### src/hw/dapc_regs.svh
`ifndef DAPC_REGS_SVH
`define DAPC_REGS_SVH

// Register byte addresses.
`define DAPC_ADDR_ANT_CTRL  8'h14
`define DAPC_ADDR_PREAMBLE  8'h18
`define DAPC_ADDR_SCR_TAPS  8'h1c
`define DAPC_ADDR_AMP_HIGH  8'h20
`define DAPC_ADDR_W         8

// Reset values.
`define DAPC_RST_BYTE       8'h00

// Antenna control fields.
`define DAPC_ANT_ACCDLY     4
`define DAPC_ANT_MPATH      3
`define DAPC_ANT_DIV        2
`define DAPC_ANT_MODE_HI    1
`define DAPC_ANT_MODE_LO    0
`define DAPC_MODE_LAST      2'h0
`define DAPC_MODE_B         2'h2
`define DAPC_MODE_A         2'h3

// Scrambler taps register fields.
`define DAPC_SCR_RXCLK      7
`define DAPC_SCR_TAPS_HI    6

// Amplitude high byte carries threshold bits 8 to 14.
`define DAPC_AMP_HIGH_HI    6

// Preamble extension for amplifier ramp-up, in symbols.
`define DAPC_PRE_RAMP       9'h002

// Antenna dwell time and clock period.
`define DAPC_DWELL_NS       16000
`define DAPC_CLK_NS         50
`define DAPC_DWELL_CYC      (`DAPC_DWELL_NS / `DAPC_CLK_NS)

// AXI responses.
`define DAPC_RESP_OKAY      2'h0
`define DAPC_RESP_SLVERR    2'h2

`endif

### src/hw/dapc_pkg.sv
package dapc_pkg;

    typedef enum logic [2:0] {
        ST_IDLE = 3'h1,
        ST_ACQ  = 3'h2,
        ST_TX   = 3'h4
    } dapc_state_t;

    typedef struct packed {
        logic [14:0] amplitude;
        logic [15:0] phaseVariance;
    } dapc_meas_t;

    typedef struct packed {
        logic accumDelay;
        logic multipathSelect;
        logic rxClockAlwaysOn;
    } dapc_mode_t;

endpackage

### src/hw/dapc_cfg.sv
`timescale 1ns/100ps
`include "dapc_regs.svh"

// Summary of operation
// RULE1: Accumulation-delay bit delays bit sync accumulation.
// RULE2: Multipath bit selects antenna by multipath metric.
// RULE3: Diversity alternates antennas every 16 us.
// RULE4: Diversity off uses single antenna from mode.
// RULE5: Transmit uses the clear channel antenna.
// RULE6: Mode 00 uses last valid header antenna.
// RULE7: Host never programs antenna mode 01.
// RULE8: Mode 10 selects antenna B, output 0.
// RULE9: Mode 11 selects antenna A, output 1.
// RULE10: Preamble register loads 8-bit preamble counter; the counter here is 9 bits wide.
// RULE11: Host changes preamble only while transmit idle.
// RULE12: Preamble is two symbols longer than count.
// RULE13: Host uses at least 80h dual, 50h single.
// RULE14: Receive clock gated by receive enable unless forced.
// RULE15: Scrambler is 7-bit with seven configurable taps.
// RULE16: Scrambler shifts left each scrambler clock.
// RULE17: High register supplies amplitude threshold bits 8-14.
// RULE18: Amplitude comparison combined with phase variance comparison.
// RULE19: Low byte supplies amplitude threshold bits 0-7.
// RULE20: Sixteen-bit phase variance threshold joins acquisition decision.
// RULE21: Mode 00 records antenna at each valid header; here only headers seen in acquisition are recorded.
module dapc_cfg (
    input  wire logic                 clk,
    input  wire logic                 rst_b,
    input  wire logic [7:0]           s_axi_awaddr,
    input  wire logic                 s_axi_awvalid,
    output logic                      s_axi_awready,
    input  wire logic [31:0]          s_axi_wdata,
    input  wire logic [3:0]           s_axi_wstrb,
    input  wire logic                 s_axi_wvalid,
    output logic                      s_axi_wready,
    output logic [1:0]                s_axi_bresp,
    output logic                      s_axi_bvalid,
    input  wire logic                 s_axi_bready,
    input  wire logic [7:0]           s_axi_araddr,
    input  wire logic                 s_axi_arvalid,
    output logic                      s_axi_arready,
    output logic [31:0]               s_axi_rdata,
    output logic [1:0]                s_axi_rresp,
    output logic                      s_axi_rvalid,
    input  wire logic                 s_axi_rready,
    input  wire logic                 transmitEnableInput,
    input  wire logic                 receiveEnableInput,
    input  wire logic                 headerValid,
    input  wire logic                 multipathQualityMetric,
    input  wire logic                 symbolTick,
    input  wire logic                 scramblerTick,
    input  wire logic                 scramblerDataIn,
    input  wire logic                 dwellEnd,
    input  wire dapc_pkg::dapc_meas_t measurement,
    input  wire logic [7:0]           ampThresholdLow,
    input  wire logic [15:0]          phaseVarianceThreshold,
    output logic                      antennaSelectOutput,
    output logic                      preambleActive,
    output logic                      scramblerDataOut,
    output logic                      acquisitionDetected,
    output logic                      rxClockEnable,
    output dapc_pkg::dapc_mode_t      modeFlags
);

    logic [7:0]            antCtrl_reg;
    logic [7:0]            preamble_reg;
    logic [7:0]            scrTaps_reg;
    logic [7:0]            ampHigh_reg;
    logic [7:0]            awAddr_reg;
    logic                  awHeld_reg;
    logic [7:0]            wData_reg;
    logic                  wLane_reg;
    logic                  wHeld_reg;
    logic                  doWrite;
    logic                  addrHit;
    logic [7:0]            rdByte;
    logic                  rdHit;
    dapc_pkg::dapc_state_t state_reg;
    dapc_pkg::dapc_state_t state_next;
    logic                  lastGood_reg;
    logic                  ccaAntenna;
    logic [8:0]            dwellCnt_reg;
    logic [8:0]            preambleCnt_reg;
    logic [6:0]            scr_reg;
    logic                  scrFeedback;
    logic [14:0]           ampThreshold;
    logic [1:0]            antMode;
    logic                  diversityOn;

    assign antMode     = antCtrl_reg[`DAPC_ANT_MODE_HI:`DAPC_ANT_MODE_LO];
    assign diversityOn = antCtrl_reg[`DAPC_ANT_DIV];

    // Write address and data may arrive in either order; each is held until both exist.
    assign s_axi_awready = !awHeld_reg && !s_axi_bvalid;
    assign s_axi_wready  = !wHeld_reg && !s_axi_bvalid;
    assign doWrite       = awHeld_reg && wHeld_reg && !s_axi_bvalid;
    assign s_axi_arready = !s_axi_rvalid;

    always_ff @(posedge clk) begin
        if (!rst_b) begin
            awHeld_reg <= 1'b0;
            awAddr_reg <= `DAPC_RST_BYTE;
        end else if (s_axi_awvalid && s_axi_awready) begin
            awHeld_reg <= 1'b1;
            awAddr_reg <= s_axi_awaddr;
        end else if (doWrite) begin
            awHeld_reg <= 1'b0;
        end
    end

    always_ff @(posedge clk) begin
        if (!rst_b) begin
            wHeld_reg <= 1'b0;
            wData_reg <= `DAPC_RST_BYTE;
            wLane_reg <= 1'b0;
        end else if (s_axi_wvalid && s_axi_wready) begin
            wHeld_reg <= 1'b1;
            wData_reg <= s_axi_wdata[7:0];
            wLane_reg <= s_axi_wstrb[0];
        end else if (doWrite) begin
            wHeld_reg <= 1'b0;
        end
    end

    always_comb begin
        unique case (awAddr_reg)
            `DAPC_ADDR_ANT_CTRL, `DAPC_ADDR_PREAMBLE,
            `DAPC_ADDR_SCR_TAPS, `DAPC_ADDR_AMP_HIGH: addrHit = 1'b1;
            default:                                 addrHit = 1'b0;
        endcase
    end

    always_ff @(posedge clk) begin
        if (!rst_b) begin
            s_axi_bvalid <= 1'b0;
            s_axi_bresp  <= `DAPC_RESP_OKAY;
        end else if (doWrite) begin
            s_axi_bvalid <= 1'b1;
            s_axi_bresp  <= addrHit ? `DAPC_RESP_OKAY : `DAPC_RESP_SLVERR;
        end else if (s_axi_bready) begin
            s_axi_bvalid <= 1'b0;
        end
    end

    // Unused upper bits of the antenna control byte are stored and read back but drive no other logic.
    always_ff @(posedge clk) begin
        if (!rst_b) begin
            antCtrl_reg  <= `DAPC_RST_BYTE;
            preamble_reg <= `DAPC_RST_BYTE;
            scrTaps_reg  <= `DAPC_RST_BYTE;
            ampHigh_reg  <= `DAPC_RST_BYTE;
        end else if (doWrite && wLane_reg) begin
            unique case (awAddr_reg)
                `DAPC_ADDR_ANT_CTRL: antCtrl_reg  <= wData_reg;
                `DAPC_ADDR_PREAMBLE: preamble_reg <= wData_reg;
                `DAPC_ADDR_SCR_TAPS: scrTaps_reg  <= wData_reg;
                `DAPC_ADDR_AMP_HIGH: ampHigh_reg  <= wData_reg;
                default: ;
            endcase
        end
    end

    always_comb begin
        rdHit  = 1'b1;
        rdByte = `DAPC_RST_BYTE;
        unique case (s_axi_araddr)
            `DAPC_ADDR_ANT_CTRL: rdByte = antCtrl_reg;
            `DAPC_ADDR_PREAMBLE: rdByte = preamble_reg;
            `DAPC_ADDR_SCR_TAPS: rdByte = scrTaps_reg;
            `DAPC_ADDR_AMP_HIGH: rdByte = ampHigh_reg;
            default:             rdHit  = 1'b0;
        endcase
    end

    always_ff @(posedge clk) begin
        if (!rst_b) begin
            s_axi_rvalid <= 1'b0;
            s_axi_rdata  <= 32'h0;
            s_axi_rresp  <= `DAPC_RESP_OKAY;
        end else if (s_axi_arvalid && s_axi_arready) begin
            s_axi_rvalid <= 1'b1;
            s_axi_rdata  <= {24'h0, rdByte};
            s_axi_rresp  <= rdHit ? `DAPC_RESP_OKAY : `DAPC_RESP_SLVERR;
        end else if (s_axi_rready) begin
            s_axi_rvalid <= 1'b0;
        end
    end

    // RULE1 RULE2 mode outputs
    assign modeFlags.accumDelay      = antCtrl_reg[`DAPC_ANT_ACCDLY];
    assign modeFlags.multipathSelect = antCtrl_reg[`DAPC_ANT_MPATH];
    assign modeFlags.rxClockAlwaysOn = scrTaps_reg[`DAPC_SCR_RXCLK];

    // RULE14 receive clock gate
    assign rxClockEnable = scrTaps_reg[`DAPC_SCR_RXCLK] || receiveEnableInput;

    // Code 01 is undefined; it falls back to the last-header antenna as a safe choice.
    always_comb begin
        unique case (antMode)
            // RULE8 antenna B
            `DAPC_MODE_B: ccaAntenna = 1'b0;
            // RULE9 antenna A
            `DAPC_MODE_A: ccaAntenna = 1'b1;
            // RULE6 RULE7 last header
            default:      ccaAntenna = lastGood_reg;
        endcase
    end

    // Transmit wins over receive so a pending frame never waits on acquisition.
    always_comb begin
        state_next = state_reg;
        unique case (state_reg)
            dapc_pkg::ST_IDLE: begin
                if (transmitEnableInput) begin
                    state_next = dapc_pkg::ST_TX;
                end else if (receiveEnableInput) begin
                    state_next = dapc_pkg::ST_ACQ;
                end
            end
            dapc_pkg::ST_ACQ: begin
                if (!receiveEnableInput || transmitEnableInput) begin
                    state_next = dapc_pkg::ST_IDLE;
                end
            end
            dapc_pkg::ST_TX: begin
                if (!transmitEnableInput) begin
                    state_next = dapc_pkg::ST_IDLE;
                end
            end
            default: state_next = dapc_pkg::ST_IDLE;
        endcase
    end

    always_ff @(posedge clk) begin
        if (!rst_b) begin
            state_reg <= dapc_pkg::ST_IDLE;
        end else begin
            state_reg <= state_next;
        end
    end

    always_ff @(posedge clk) begin
        if (!rst_b) begin
            dwellCnt_reg <= 9'h0;
        end else if (state_reg != dapc_pkg::ST_ACQ
                     || dwellCnt_reg == 9'(`DAPC_DWELL_CYC - 1)) begin
            dwellCnt_reg <= 9'h0;
        end else begin
            dwellCnt_reg <= dwellCnt_reg + 9'h1;
        end
    end

    always_ff @(posedge clk) begin
        if (!rst_b) begin
            antennaSelectOutput <= 1'b0;
        end else if (state_reg == dapc_pkg::ST_IDLE) begin
            // RULE4 RULE5 clear channel antenna
            antennaSelectOutput <= ccaAntenna;
        end else if (state_reg == dapc_pkg::ST_ACQ && diversityOn
                     && dwellCnt_reg == 9'(`DAPC_DWELL_CYC - 1)) begin
            // RULE3 dwell alternation
            antennaSelectOutput <= !antennaSelectOutput;
        end
    end

    always_ff @(posedge clk) begin
        if (!rst_b) begin
            lastGood_reg <= 1'b0;
        end else if (headerValid && state_reg == dapc_pkg::ST_ACQ) begin
            // RULE21 RULE2 header antenna
            lastGood_reg <= modeFlags.multipathSelect ? multipathQualityMetric
                                                      : antennaSelectOutput;
        end
    end

    always_ff @(posedge clk) begin
        if (!rst_b) begin
            preambleCnt_reg <= 9'h0;
        end else if (state_reg == dapc_pkg::ST_IDLE && state_next == dapc_pkg::ST_TX) begin
            // RULE10 RULE12 preamble load
            preambleCnt_reg <= {1'b0, preamble_reg} + `DAPC_PRE_RAMP;
        end else if (state_reg != dapc_pkg::ST_TX) begin
            preambleCnt_reg <= 9'h0;
        end else if (symbolTick && preambleCnt_reg != 9'h0) begin
            preambleCnt_reg <= preambleCnt_reg - 9'h1;
        end
    end

    assign preambleActive = preambleCnt_reg != 9'h0;

    // RULE15 tap feedback
    assign scrFeedback = scramblerDataIn
                         ^ (^(scr_reg & scrTaps_reg[`DAPC_SCR_TAPS_HI:0]));

    always_ff @(posedge clk) begin
        if (!rst_b) begin
            scr_reg          <= 7'h0;
            scramblerDataOut <= 1'b0;
        end else if (scramblerTick) begin
            // RULE16 shift left
            scr_reg          <= {scr_reg[5:0], scrFeedback};
            scramblerDataOut <= scrFeedback;
        end
    end

    // RULE17 RULE19 threshold assembly
    assign ampThreshold = {ampHigh_reg[`DAPC_AMP_HIGH_HI:0], ampThresholdLow};

    always_ff @(posedge clk) begin
        if (!rst_b) begin
            acquisitionDetected <= 1'b0;
        end else begin
            // RULE18 RULE20 combined decision
            acquisitionDetected <= state_reg == dapc_pkg::ST_ACQ && dwellEnd
                                   && measurement.amplitude > ampThreshold
                                   && measurement.phaseVariance < phaseVarianceThreshold;
        end
    end

endmodule // dapc_cfg

### config.mk
export PLATFORM = sky130hd
export DESIGN_NAME = dapc_cfg
export DESIGN_NICKNAME = d
export VERILOG_FILES = /design/src/hw/dapc_pkg.sv /design/src/hw/dapc_cfg.sv
export VERILOG_INCLUDE_DIRS = /design/src /design/src/hw
export SDC_FILE = /design/constraint.sdc
export NUM_CORES = 1
export LEC_CHECK = 0
export BUFFER_PORTS_ARGS = -buffer_cell sky130_fd_sc_hd__clkbuf_2
export CAP_MARGIN = 20
export CORE_AREA = 2 2 106 149
export DETAILED_ROUTE_END_ITERATION = 8
export DIE_AREA = 0 0 108 151
export REMOVE_ABC_BUFFERS = 1
export SLEW_MARGIN = 5
export SYNTH_ARGS = -nofsm -noshare
export SYNTH_HDL_FRONTEND = slang
export SYNTH_SLANG_ARGS = --single-unit
### constraint.sdc
create_clock -name clk -period 2.1 [get_ports clk]
set_input_delay 0.42 -clock clk [delete_from_list [all_inputs] [get_ports clk]]
set_output_delay 0.42 -clock clk [all_outputs]
set_load 0.02 [all_outputs]
### Word-level counts from Yosys, hierarchy flattened

Cells that the tools add are included.

| word-level totals | value |
|---|---|
| bits in registers | 97 |
| output and inout bits | 49 |
| word-level logic and storage cells | 111 |

| operators by class | value |
|---|---|
| $add $sub $neg | 3 |
| magnitude comparators | 2 |
| equality and inequality tests | 17 |
| multiplexer cells | 24 |
| bitwise gates (word level) | 3 |
| reduce and logical (&&, ||, !) cells | 40 |

Operator list:

| cell | number |
|---|---|
| $eq 8x5->1 const B | 6 |
| $pmux 8 s4 | 1 |
| $mux 9 | 3 |
| $eq 8x6->1 const B | 2 |
| $logic_and 1x1->1 | 16 |
| $lt 16x16->1 | 1 |
| $gt 15x15->1 | 1 |
| $mux 1 | 12 |
| $mux 3 | 4 |
| $reduce_bool 2->1 | 5 |
| $add 8x2->9 const B | 1 |
| $add 9x1->9 const B | 1 |
| $eq 9x9->1 const B | 1 |
| $pmux 3 s3 | 1 |
| $reduce_bool 9->1 | 1 |
| $sub 9x1->9 const B | 1 |
| $reduce_and 2->1 | 4 |
| $reduce_or 4->1 | 2 |
| $and 7x7->7 | 1 |
| $reduce_xor 7->1 | 1 |
| $eq 3x3->1 const B | 2 |
| $logic_not 1->1 | 6 |
| $eq 2x2->1 const B | 2 |
| $mux 2 | 2 |
| 10 further kinds | 12 |

### Depth between registers and ports, before layout

Gate-level depths: netlist (run 1).

| depth | value |
|---|---|
| depth after elaboration | 7 |
| gate-level depth with buffers | 7 |
| mapped depth without buffers | 7 |

### Worst setup path before layout (run 1)

No wires, ideal clock.

| timing path | value |
|---|---|
| path kind | register to register |
| start point | register awAddr_reg[0] |
| end point | register scrTaps_reg[5] |
| setup time | 0.128 ns |
| data arrival time | 1.607 ns |
| required time | 1.972 ns |
| setup slack | 0.365 ns |
| cell stages (with the launch flop) | 6 |
| period minus slack after synthesis | 1.735 ns |
| cells stage by stage | dfxtp_1 -> or4_4 -> nor4_4 -> nand3_2 -> mux2i_1 -> nor2_1 |

| on the way | value |
|---|---|
| cells in the longest elaborated chain, start to end | 2 |

RTL lines:

| item | RTL line | text |
|---|---|---|
| start, declared | dapc_cfg.sv:69 | `logic [7:0] awAddr_reg;` |
| start signal, assigned | dapc_cfg.sv:102 | `` awAddr_reg <= `DAPC_RST_BYTE; `` |
| start signal, assigned | dapc_cfg.sv:105 | `awAddr_reg <= s_axi_awaddr;` |
| $eq 8x5->1 | dapc_cfg.sv:153 | `unique case (awAddr_reg)` |
| $reduce_and 2->1 (no line) | -- |  |
| end signal, assigned | dapc_cfg.sv:150 | `` scrTaps_reg <= `DAPC_RST_BYTE; `` |
| end signal, assigned | dapc_cfg.sv:156 | `` `DAPC_ADDR_SCR_TAPS: scrTaps_reg <= wData_reg; `` |
| end, declared | dapc_cfg.sv:67 | `logic [7:0] scrTaps_reg;` |

No other way between the ends.
A chain may end at the register's enable or synchronous reset.

### Final worst setup path (run 1)

| timing path | value |
|---|---|
| start point | register preambleCnt_reg[6] |
| end point | output port preambleActive |

| on the way | value |
|---|---|
| cells in the longest elaborated chain, start to end | 1 |

RTL lines:

| item | RTL line | text |
|---|---|---|
| start, declared | dapc_cfg.sv:83 | `logic [8:0] preambleCnt_reg;` |
| start signal, assigned | dapc_cfg.sv:281 | `` preambleCnt_reg <= {1'b0, preamble_reg} + `DAPC_PRE_RAMP; `` |
| start signal, assigned | dapc_cfg.sv:285 | `preambleCnt_reg <= preambleCnt_reg - 9'h1;` |
| $reduce_bool 9->1 | dapc_cfg.sv:289 | `assign preambleActive = preambleCnt_reg != 9'h0;` |
| end, declared | dapc_cfg.sv:58 | `output logic preambleActive,` |

No other way between the ends.

==> run summary, run 1 <==
Root Buffer -> clkbuf_16
fmax -> 0.527 GHz
commonest non-fill, non-tap cell in the layout -> clkbuf_2
internal power -> 0.00299 W
sequential area share after synthesis -> 36.5%
sw frac -> 27.1%
global route total overflow -> 0
num rows -> 53
top cells by area in the synthesized netlist -> dfxtp_1 36%, ha_1 8.0%, mux2i_1 7.8%
Clock Skew -> 0.00640 ns
RSZ-0062 raised after global routing -> false
synth warn -> 0
initial antenna violation count -> 0
Placer Congestion -> 0.769
worst reg2reg path depth -> 5
switching pwr -> 0.00111 W
largest net degree at the start of global routing -> 65
sequential share of power -> 45.9%
Setup WS pre-CTS -> 0.192 ns
Worst Path Required -> 1.68 ns
cts hold-fix bufs -> 0
final hold slack -> 0.247 ns
clock power share -> 41.2%
Die Height -> 151 um
Synth async-reset ratio -> 0%
reg-to-reg slack, setup -> 0.21 ns
Post-DP HPWL -> 9.38 mm
global-route wire length before repair -> 19.3 mm
Fin Setup TNS -> 0 ns
drt initial violations -> 169
total clock sinks -> 94
Final min period -> 1.90 ns
VDD IR max -> 449 uV
Initial Util -> 34.6%
# nets final -> 885
# Post-CTS Setup Buffers -> 0
Fin. Hold Viols -> 0
antenna viol nets, final -> 0
Wirelength per Cell -> 12.9 um
die area -> 16300 um2
Tcrit/Tclk final -> 90.4%
FF+latch count, synth -> 94
most frequent cells in the layout -> 117 x clkbuf_2, 94 x dfxtp_1, 82 x nand2_1
diode count -> 0
EDFF count, synth -> 0
final wirelength -> 12.0 mm
Gate power share -> 13.0%
Max H-tree Level -> 3
worst setup margin -> 0.202 ns
Residual DRC -> 0
Inserted Clock Buffers -> 9
power density over the cells -> 664 nW/um2
Synth top area share -> 36.5%
Syn Area/Cell -> 8.39 um2
CORE AREA -> 14900 um2
vias in the first global route -> 4047
Rel. slew slack -> 60.2%
Clk pin slew, worst setup/hold paths -> 0.07 ns
P_leak -> 2.84 nW
Netlist cell types -> 56
Worst Setup Path Type -> register to primary output
vias -> 4401
clock latency on the worst-skew pair -> 0.34 ns
Slew Viols, Final -> 0
Cells after Synth -> 615
hold path start -> s_axi_rready
Port-buffer cells -> 117
share of layout cells above drive strength 1 -> 21.2%
r2r startpoint -> awAddr_reg[0]
Cell Area, Synth -> 5160 um2
max_cap viols -> 0
CTS tree -> yes
status -> completed
Startpoint Class -> register
Top FF cell, synth -> dfxtp_1
hold-critical path endpoint -> s_axi_rvalid
total power -> 0.00410 W
hold depth -> 2
gr usage total -> 15.0%
post_cts resized -> 0
crit path capture type -> primary output
Via-to-Cell Ratio -> 4.75
leading area contributor after synthesis -> dfxtp_1
CP Max Fanout -> 4
Worst Hold Class -> primary input to register
Final setup viols -> 0
Worst R2R End -> scrTaps_reg[0]
Clock Path Buffers -> 2
Die W -> 108 um
area grow syn2layout -> 19.7%
Ports -> 171
CP arrival -> 1.48 ns
Worst-Margin Slew -> 0.595 ns
Post-Route Utilization -> 41.4%
drt pass-1 iters -> 4
==> kinds of logic after synthesis <==
family	count (synthesis)	share of synthesized area (%)
AND/OR/NAND/NOR	214	20.5
buffers and inverters	92	8.98
other	1	0.0727
AO/OA/AOI/OAI	122	15.0
XOR/XNOR	19	3.23
multiplexers	40	7.76
flip-flops	94	36.5
adder cells (fa/ha/maj)	33	8.01
==> synthesized netlist by cell type (3+ instances only) <==
library cell	count
nor3b_1	3
and2_1	4
and3_1	5
a21oi_1	46
buf_4	29
nand2b_1	10
and4_1	3
o21ai_0	24
xor2_1	7
a22o_1	16
nor3_1	5
a21o_1	3
ha_1	33
inv_1	43
xnor2_1	12
dfxtp_1	94
nand2_1	82
mux2i_1	40
nand4_1	7
nor2_1	58
a31oi_1	3
clkbuf_1	17
a311oi_1	3
nor2b_1	9
nand3_1	8
a22oi_1	8
a211oi_1	5
==> power groups by stage <==
| stage | Combinational [W] | Clock, W | Sequential (W) |
|---|---|---|---|
| floorplan | 0.000324 | 0 | 0.00192 |
| global placement | 0.000534 | 0 | 0.00192 |
| detailed placement | 0.000538 | 0 | 0.00192 |
| CTS | 0.000540 | 0.00173 | 0.00188 |
| global route | 0.000609 | 0.00179 | 0.00189 |
| finish | 0.000531 | 0.00169 | 0.00188 |
==> cell type report <==
cell class,instances,area (um2)
clock buffer,9,225
tap,192,240
sequential,94,1880
fill,1559,8740
multi-input combinational,454,2910
timing repair buffer,128,681
clock inverter,7,80.1
inverter,43,161
==> worst max-delay path by stage <==
stage          slack (ns)              to                from
2_1_floorplan        0.03  s_axi_rdata[0]               rst_b
3_3_place_gp         0.19  scrTaps_reg[4]       awAddr_reg[0]
3_5_place_dp         0.19  scrTaps_reg[2]       awAddr_reg[0]
4_1_cts              0.18  preambleActive  preambleCnt_reg[6]
5_1_grt              0.09  preambleActive  preambleCnt_reg[6]
6_report             0.20  preambleActive  preambleCnt_reg[6]
==> per-stage QoR <==
step | cell area, um2 | std cells
5_1_grt | 6180 | 927
6_report | 6180 | 927
3_3_place_gp | 5870 | 911
2_1_floorplan | 4950 | 591
4_1_cts | 6180 | 927
3_5_place_dp | 5870 | 911
==> metal layers <==
layer	vias to the layer above	GRT usage (%)	share of wire, %
met5	-	0	0
met4	0	5.26	0.95
met3	7	2.54	5.3
met2	114	26.1	50
met1	1969	18.5	44
li1	2311	-	-
==> critical path: stages, from the launching register on <==
cell	delay [ns]
dfxtp_1	0.35
nor4_2	0.35
buf_4	0.18
nand4_1	0.09
clkbuf_2	0.17
(Power assumes the default switching activity.)
==> inputs of run 2 (changes only) <==
--- a/config.mk
+++ b/config.mk
@@ -8,9 +8,10 @@
 export LEC_CHECK = 0
 export BUFFER_PORTS_ARGS = -buffer_cell sky130_fd_sc_hd__clkbuf_2
 export CAP_MARGIN = 20
-export CORE_AREA = 2 2 106 149
+export CORE_AREA = 2 2 88 124
 export DETAILED_ROUTE_END_ITERATION = 8
-export DIE_AREA = 0 0 108 151
+export DIE_AREA = 0 0 90 126
+export PLACE_DENSITY = 0.8
 export REMOVE_ABC_BUFFERS = 1
 export SLEW_MARGIN = 5
 export SYNTH_ARGS = -nofsm -noshare
==> run 2 against run 1 <==
Compared with the run above:
- fmax fell by 2.0%
- die area fell by 30%
- critical path depth rose by 1
- routed wire length rose by 4.8%
- final area fell by 1.2%
- clock skew rose by 0.0028 ns
- total power fell by 0.30%
- clock power barely moved
- utilization rose by 18 points
- critical endpoint is now scrTaps_reg[1]
- largest power group unchanged
==> run summary, run 2 (synthesis gave the netlist of run 1 again) <==
clock latency on the worst-skew pair -> 0.34 ns (about the same)
global route total overflow -> 0 (unchanged)
cell total after placement -> 856 (was 911)
Wirelength per Cell -> 14.4 um (was 12.9 um)
Inserted Clock Buffers -> 9 (unchanged)
delay-heaviest family, CP -> simple AND/OR/NAND/NOR gates (unchanged)
commonest non-fill, non-tap cell in the layout -> clkbuf_2 (unchanged)
CP Max Fanout -> 8 (was 4)
die area -> 11300 um2 (was 16300 um2)
RSZ-0062 raised after global routing -> false (unchanged)
drt initial violations -> 214 (was 169)
most frequent cells in the layout -> 117 x clkbuf_2, 94 x dfxtp_1, 82 x nand2_1 (unchanged)
gr usage total -> 21.9% (was 15.0%)
cts hold-fix bufs -> 0 (unchanged)
crit path capture type -> register (was primary output)
clock power share -> 40.6% (was 41.2%)
diode count -> 0 (unchanged)
r2r startpoint -> awAddr_reg[0] (unchanged)
Slew Viols, Final -> 0 (unchanged)
Slowest Stage Delay on Critical Path -> 0.55 ns (was 0.35 ns)
final wirelength -> 12.5 mm (was 12.0 mm)
Residual DRC -> 0 (unchanged)
total power -> 0.00409 W (was 0.00410 W)
Die Height -> 126 um (was 151 um)
worst reg2reg path depth -> 5 (unchanged)
initial antenna violation count -> 0 (unchanged)
switching pwr -> 0.00110 W (was 0.00111 W)
Placer Congestion -> 0.907 (was 0.769)
Root Buffer -> clkbuf_16 (unchanged)
power density over the cells -> 670 nW/um2 (was 664 nW/um2)
Via-to-Cell Ratio -> 5.33 (was 4.75)
# nets final -> 884 (was 885)
vias in the first global route -> 4547 (was 4047)
area grow syn2layout -> 18.3% (was 19.7%)
WP buf/inv -> 0 (was 2)
drt pass-1 iters -> 5 (was 4)
Fin Setup TNS -> 0 ns (unchanged)
Setup WS pre-CTS -> 0.168 ns (was 0.192 ns)
Fin. Hold Viols -> 0 (unchanged)
Gate power share -> 13.4% (was 13.0%)
crit path launch -> awAddr_reg[0] (was preambleCnt_reg[6])
Ports -> 171 (unchanged)
final instance area -> 6100 um2 (was 6180 um2)
Post-DP HPWL -> 9.87 mm (was 9.38 mm)
total clock sinks -> 94 (unchanged)
worst setup margin -> 0.163 ns (was 0.202 ns)
Startpoint Class -> register (unchanged)
Final setup viols -> 0 (unchanged)
max_cap viols -> 0 (unchanged)
Worst Path Required -> 2.33 ns (was 1.68 ns)
Die W -> 90 um (was 108 um)
sequential share of power -> 46.1% (was 45.9%)
Post-DP Area -> 5800 um2 (was 5870 um2)
fmax -> 0.516 GHz (was 0.527 GHz)
# Post-CTS Setup Buffers -> 0 (unchanged)
P_leak -> 2.83 nW (was 2.84 nW)
cell depth of the worst setup path -> 5 (was 4)
Worst-Margin Slew -> 0.589 ns (was 0.595 ns)
CORE AREA -> 10200 um2 (was 14900 um2)
Port-buffer cells -> 117 (unchanged)
Clk pin slew, worst setup/hold paths -> 0.07 ns (about the same)
Initial Util -> 50.4% (was 34.6%)
hold depth -> 2 (unchanged)
Post-Layout Cell Count -> 872 (was 927)
vias -> 4650 (was 4401)
post_cts resized -> 0 (unchanged)
share of layout cells above drive strength 1 -> 21.0% (was 21.2%)
Filler cells -> 917 (was 1559)
Rel. slew slack -> 60.7% (was 60.2%)
Worst Setup Path Type -> register to register (was register to primary output)
Tcrit/Tclk final -> 92.2% (was 90.4%)
Final min period -> 1.94 ns (was 1.90 ns)
Worst Hold Class -> primary input to register (unchanged)
internal power -> 0.00299 W (about the same)
global-route wire length before repair -> 20.5 mm (was 19.3 mm)
sw frac -> 26.8% (was 27.1%)
hold path start -> s_axi_rready (unchanged)
antenna viol nets, final -> 0 (unchanged)
CP max-delay cell -> or4_4 (was dfxtp_1)
num rows -> 44 (was 53)
Clock Skew -> 0.00921 ns (was 0.00640 ns)
Max H-tree Level -> 3 (unchanged)
status -> completed (unchanged)
CTS tree -> yes (unchanged)
CP cell instances -> or4_4, nor4_4, nand3_2, mux2i_1, nor2_1 (was nor4_2, buf_4, nand4_1, clkbuf_2)
Clock Path Buffers -> 2 (unchanged)
VDD IR max -> 518 uV (was 449 uV)
largest net degree at the start of global routing -> 39 (was 65)
CP arrival -> 2.17 ns (was 1.48 ns)
==> run 2: changes by cell type in the layout (fill, tap and decap cells not counted), sizes merged <==
cell / previous run / this run
clkinv: 0 / 2
inv: 47 / 45
buf: 11 / 10
==> run 2: final timing paths <==
path / to / slack, ns
worst min register to register: awAddr_reg[6] / 0.46
worst min-delay path: s_axi_rvalid / 0.26
worst max-delay path: scrTaps_reg[1] / 0.16
worst max register to register: scrTaps_reg[1] / 0.16
==> run 2: layer usage <==
layer  track usage (%)  vias to the layer above  routed length [um]
met3              3.47                       25                 633
met4              9.86                        0                 318
met1              23.3                     2172                4850
met2              42.1                      155                6730
met5                 0                        -                   0
li1                  -                     2298                   -
==> run 2: area by class of cell <==
class / instances / area, um2 / share of cell area (%)
clock buffers: 9 / 225 / 3.69
clock inverters: 7 / 82.6 / 1.35
inverters: 43 / 161 / 2.64
multi-input cells: 454 / 2910 / 47.6
flip-flops and latches: 94 / 1880 / 30.8
well taps: 138 / 173 / 2.83
repair buffers: 127 / 673 / 11.0
==> run 2: worst reg2reg max path, cell delays in order (launching register included) <==
cell	delay, ns
dfxtp_1	0.32
or4_4	0.55
nor4_4	0.31
nand3_2	0.32
mux2i_1	0.26
nor2_1	0.07
==> run 2: power groups by stage <==
stage	registers, W	clock network [W]	logic, W
after global routing	0.00189	0.00176	0.000612
after CTS	0.00188	0.00169	0.000547
after global placement	0.00192	0	0.000519
final	0.00188	0.00166	0.000546
after floorplan	0.00192	0	0.000324
after detailed placement	0.00192	0	0.000543
==> run 2: metrics by stage <==
stage	utilization, %	hold slack [ns]
after floorplan	-	0.426
after global placement	56.6	0.440
after detailed placement	56.6	0.452
after CTS	59.6	0.246
after global routing	59.6	0.260
final	59.6	0.256
==> inputs of run 3 (changes only) <==
--- a/config.mk
+++ b/config.mk
@@ -6,11 +6,12 @@
 export SDC_FILE = /design/constraint.sdc
 export NUM_CORES = 1
 export LEC_CHECK = 0
+export ABC_AREA = 1
 export BUFFER_PORTS_ARGS = -buffer_cell sky130_fd_sc_hd__clkbuf_2
 export CAP_MARGIN = 20
-export CORE_AREA = 2 2 88 124
+export CORE_AREA = 2 2 90 127
 export DETAILED_ROUTE_END_ITERATION = 8
-export DIE_AREA = 0 0 90 126
+export DIE_AREA = 0 0 92 129
 export PLACE_DENSITY = 0.8
 export REMOVE_ABC_BUFFERS = 1
 export SLEW_MARGIN = 5
==> constraint.sdc (replaced) <==
create_clock -name clk -period 1.9 [get_ports clk]
set_input_delay 0.38 -clock clk [delete_from_list [all_inputs] [get_ports clk]]
set_output_delay 0.38 -clock clk [all_outputs]
set_load 0.02 [all_outputs]
==> run 3 against run 2 <==
Compared with the run above:
- clock skew down 0.0034 ns
- setup slack got worse by 0.078 ns
- non-clock buffer count rose by 1
- combinational power rose by 32%
- highest routed layer unchanged
- register-to-register slack better by 0.18 ns
- final cell count grew 20%
==> run summary, run 3 <==
global route total overflow -> 0 (unchanged)
Worst R2R End -> preambleCnt_reg[1] (was scrTaps_reg[1])
Final min period -> 1.82 ns
clock latency on the worst-skew pair -> 0.34 ns (about the same)
vias in the first global route -> 5145 (was 4547)
# nets final -> 1053 (was 884)
diode count -> 0 (unchanged)
Setup WS pre-CTS -> 0.279 ns (was 0.168 ns)
Netlist cell types -> 42 (was 56)
FF+latch count, synth -> 94 (unchanged)
Final setup viols -> 0 (unchanged)
reg-to-reg slack, setup -> 0.34 ns (was 0.16 ns)
VDD IR max -> 570 uV (was 518 uV)
Inserted Clock Buffers -> 9 (unchanged)
largest net degree at the start of global routing -> 27 (was 39)
Clk pin slew, worst setup/hold paths -> 0.07 ns (about the same)
vias -> 5332 (was 4650)
r2r startpoint -> preambleCnt_reg[0] (was awAddr_reg[0])
Clock Skew -> 0.00586 ns (was 0.00921 ns)
drt initial violations -> 304 (was 214)
Residual DRC -> 0 (unchanged)
most instantiated cells after synthesis -> 133 x nand2_1, 94 x dfxtp_1, 91 x nor2_1, 85 x inv_1, 72 x o21ai_0 (was 94 x dfxtp_1, 82 x nand2_1, 58 x nor2_1, 46 x a21oi_1, 43 x inv_1)
max_cap viols -> 0 (unchanged)
commonest non-fill, non-tap cell in the layout -> nand2_1 (was clkbuf_2)
area grow syn2layout -> 16.8% (was 18.3%)
global-route wire length before repair -> 22.3 mm (was 20.5 mm)
GRT met2 Usage -> 42.9% (was 42.1%)
Max H-tree Level -> 3 (unchanged)
Startpoint Class -> register (unchanged)
Rel. slew slack -> 59.4% (was 60.7%)
Worst Path Required -> 1.52 ns (was 2.33 ns)
Tcrit/Tclk final -> 95.5%
gr busiest metal -> met2 (unchanged)
cts hold-fix bufs -> 0 (unchanged)
Fin. Hold Viols -> 0 (unchanged)
Filler cells -> 1003 (was 917)
Worst Setup Path Type -> register to primary output (was register to register)
most numerous cell in the Yosys netlist -> nand2_1 (was dfxtp_1)
share of layout cells above drive strength 1 -> 19.3% (was 21.0%)
Cell Area, Synth -> 5500 um2 (was 5160 um2)
Root Buffer -> clkbuf_16 (unchanged)
global routing usage on met1 -> 24.5% (was 23.3%)
hold depth -> 2 (unchanged)
die area -> 11900 um2 (was 11300 um2)
Synth top area share -> 34.2% (was 36.5%)
Fin Setup TNS -> 0 ns (unchanged)
EDFF count, synth -> 0 (unchanged)
Top FF cell, synth -> dfxtp_1 (unchanged)
total clock sinks -> 94 (unchanged)
Worst-Margin Slew -> 0.606 ns (was 0.589 ns)
final wirelength -> 13.2 mm (was 12.5 mm)
hold-critical path endpoint -> lastGood_reg (was s_axi_rvalid)
crit path capture type -> primary output (was register)
Slew Viols, Final -> 0 (unchanged)
Initial Util -> 51.4% (was 50.4%)
CP Max Fanout -> 4 (was 8)
met3 Resource Use GR -> 3.40% (was 3.47%)
Wirelength per Cell -> 12.6 um (was 14.4 um)
Syn Area/Cell -> 7.04 um2 (was 8.39 um2)
Port-buffer cells -> 117 (unchanged)
RSZ-0062 raised after global routing -> false (unchanged)
Die Height -> 129 um (was 126 um)
worst setup margin -> 0.0849 ns (was 0.163 ns)
CORE AREA -> 10700 um2 (was 10200 um2)
Clock Path Buffers -> 2 (unchanged)
num rows -> 45 (was 44)
Ports -> 171 (unchanged)
CTS tree -> yes (unchanged)
P_leak -> 3.01 nW (was 2.83 nW)
Synth async-reset ratio -> 0% (unchanged)
power density over the cells -> 704 nW/um2 (was 670 nW/um2)
fmax -> 0.551 GHz
CP arrival -> 1.44 ns (was 2.17 ns)
Worst Hold Class -> primary input to register (unchanged)
antenna viol nets, final -> 0 (unchanged)
worst reg2reg path depth -> 10 (was 5)
Post-DP HPWL -> 10.3 mm (was 9.87 mm)
status -> completed (unchanged)
Cells after Synth -> 781 (was 615)
Die W -> 92 um (was 90 um)
Placer Congestion -> 0.863 (was 0.907)
sequential area share after synthesis -> 34.2% (was 36.5%)
top cells by area in the synthesized netlist -> dfxtp_1 34%, nand2_1 9.1%, ha_1 7.5% (was dfxtp_1 36%, ha_1 8.0%, mux2i_1 7.8%)
most frequent cells in the layout -> 132 x nand2_1, 116 x clkbuf_2, 94 x dfxtp_1 (was 117 x clkbuf_2, 94 x dfxtp_1, 82 x nand2_1)
crit path launch -> preambleCnt_reg[0] (was awAddr_reg[0])
drt pass-1 iters -> 5 (unchanged)
synth warn -> 0 (unchanged)
Via-to-Cell Ratio -> 5.11 (was 5.33)
gr usage total -> 23.2% (was 21.9%)
initial antenna violation count -> 0 (unchanged)
leading area contributor after synthesis -> dfxtp_1 (unchanged)
hold path start -> headerValid (was s_axi_rready)
run 3: through the flow:
stage / std cells / area [um2] / hold slack [ns] / total power, W / utilization (%)
floorplan: 759 / 5290 / 0.418 / 0.00261 / -
global placement: 1027 / 6130 / 0.427 / 0.00286 / 57.3
detailed placement: 1027 / 6130 / 0.446 / 0.00287 / 57.3
CTS: 1043 / 6410 / 0.253 / 0.00454 / 59.9
global route: 1044 / 6420 / 0.265 / 0.00473 / 60.1
finish: 1044 / 6420 / 0.258 / 0.00452 / 60.1
run 3: where the power goes:
| group | switching, W | internal [W] | total [W] |
|---|---|---|---|
| Sequential | 0.0000822 | 0.00204 | 0.00212 |
| Clock | 0.000756 | 0.000923 | 0.00168 |
| Combinational | 0.000451 | 0.000268 | 0.000719 |
run 3: worst max-delay path: stages (launching register included):
cell	delay, ns
dfxtp_1	0.33
inv_1	0.10
ha_2	0.21
nand2_2	0.10
nor2_4	0.10
nand3_2	0.08
buf_2	0.17
run 3: how the worst max path moves through the flow:
stage / end / slack [ns]
after CTS: preambleActive / 0.02
after floorplan: wData_reg[0] / 0.35
final: preambleActive / 0.08
after detailed placement: s_axi_rdata[5] / 0.28
after global placement: preambleCnt_reg[1] / 0.32
after global routing: preambleActive / 0.004
run 3: routing by layer:
layer / part of all wire, % / wire (um) / vias up
met5: 0 / 0 / -
met4: 5.1 / 674 / 0
met3: 4.4 / 581 / 43
met2: 52 / 6880 / 160
met1: 38 / 5060 / 2375
li1: - / - / 2754
run 3: what timing repair did:
action,in CTS,in global routing
gates resized for setup,0,4
setup endpoints to repair,0,1
setup buffers,0,1
run 3: final cells by class:
cell class                 instances  area [um2]  area share, %
clock buffer                      11         243           3.78
clock inverter                     5        33.8          0.526
inverter                          88         330           5.14
multi-input combinational        577        3090           48.1
sequential                        94        1880           29.3
tap                              141         176           2.75
timing repair buffer             128         668           10.4
run 3: cells by family after synthesis:
family | share of synthesized area [%]
AO/OA/AOI/OAI | 15.3
XOR/XNOR | 1.75
AND/OR/NAND/NOR | 29.7
other | 0.0682
adder cells (fa/ha/maj) | 7.51
flip-flops | 34.2
buffers and inverters | 11.5
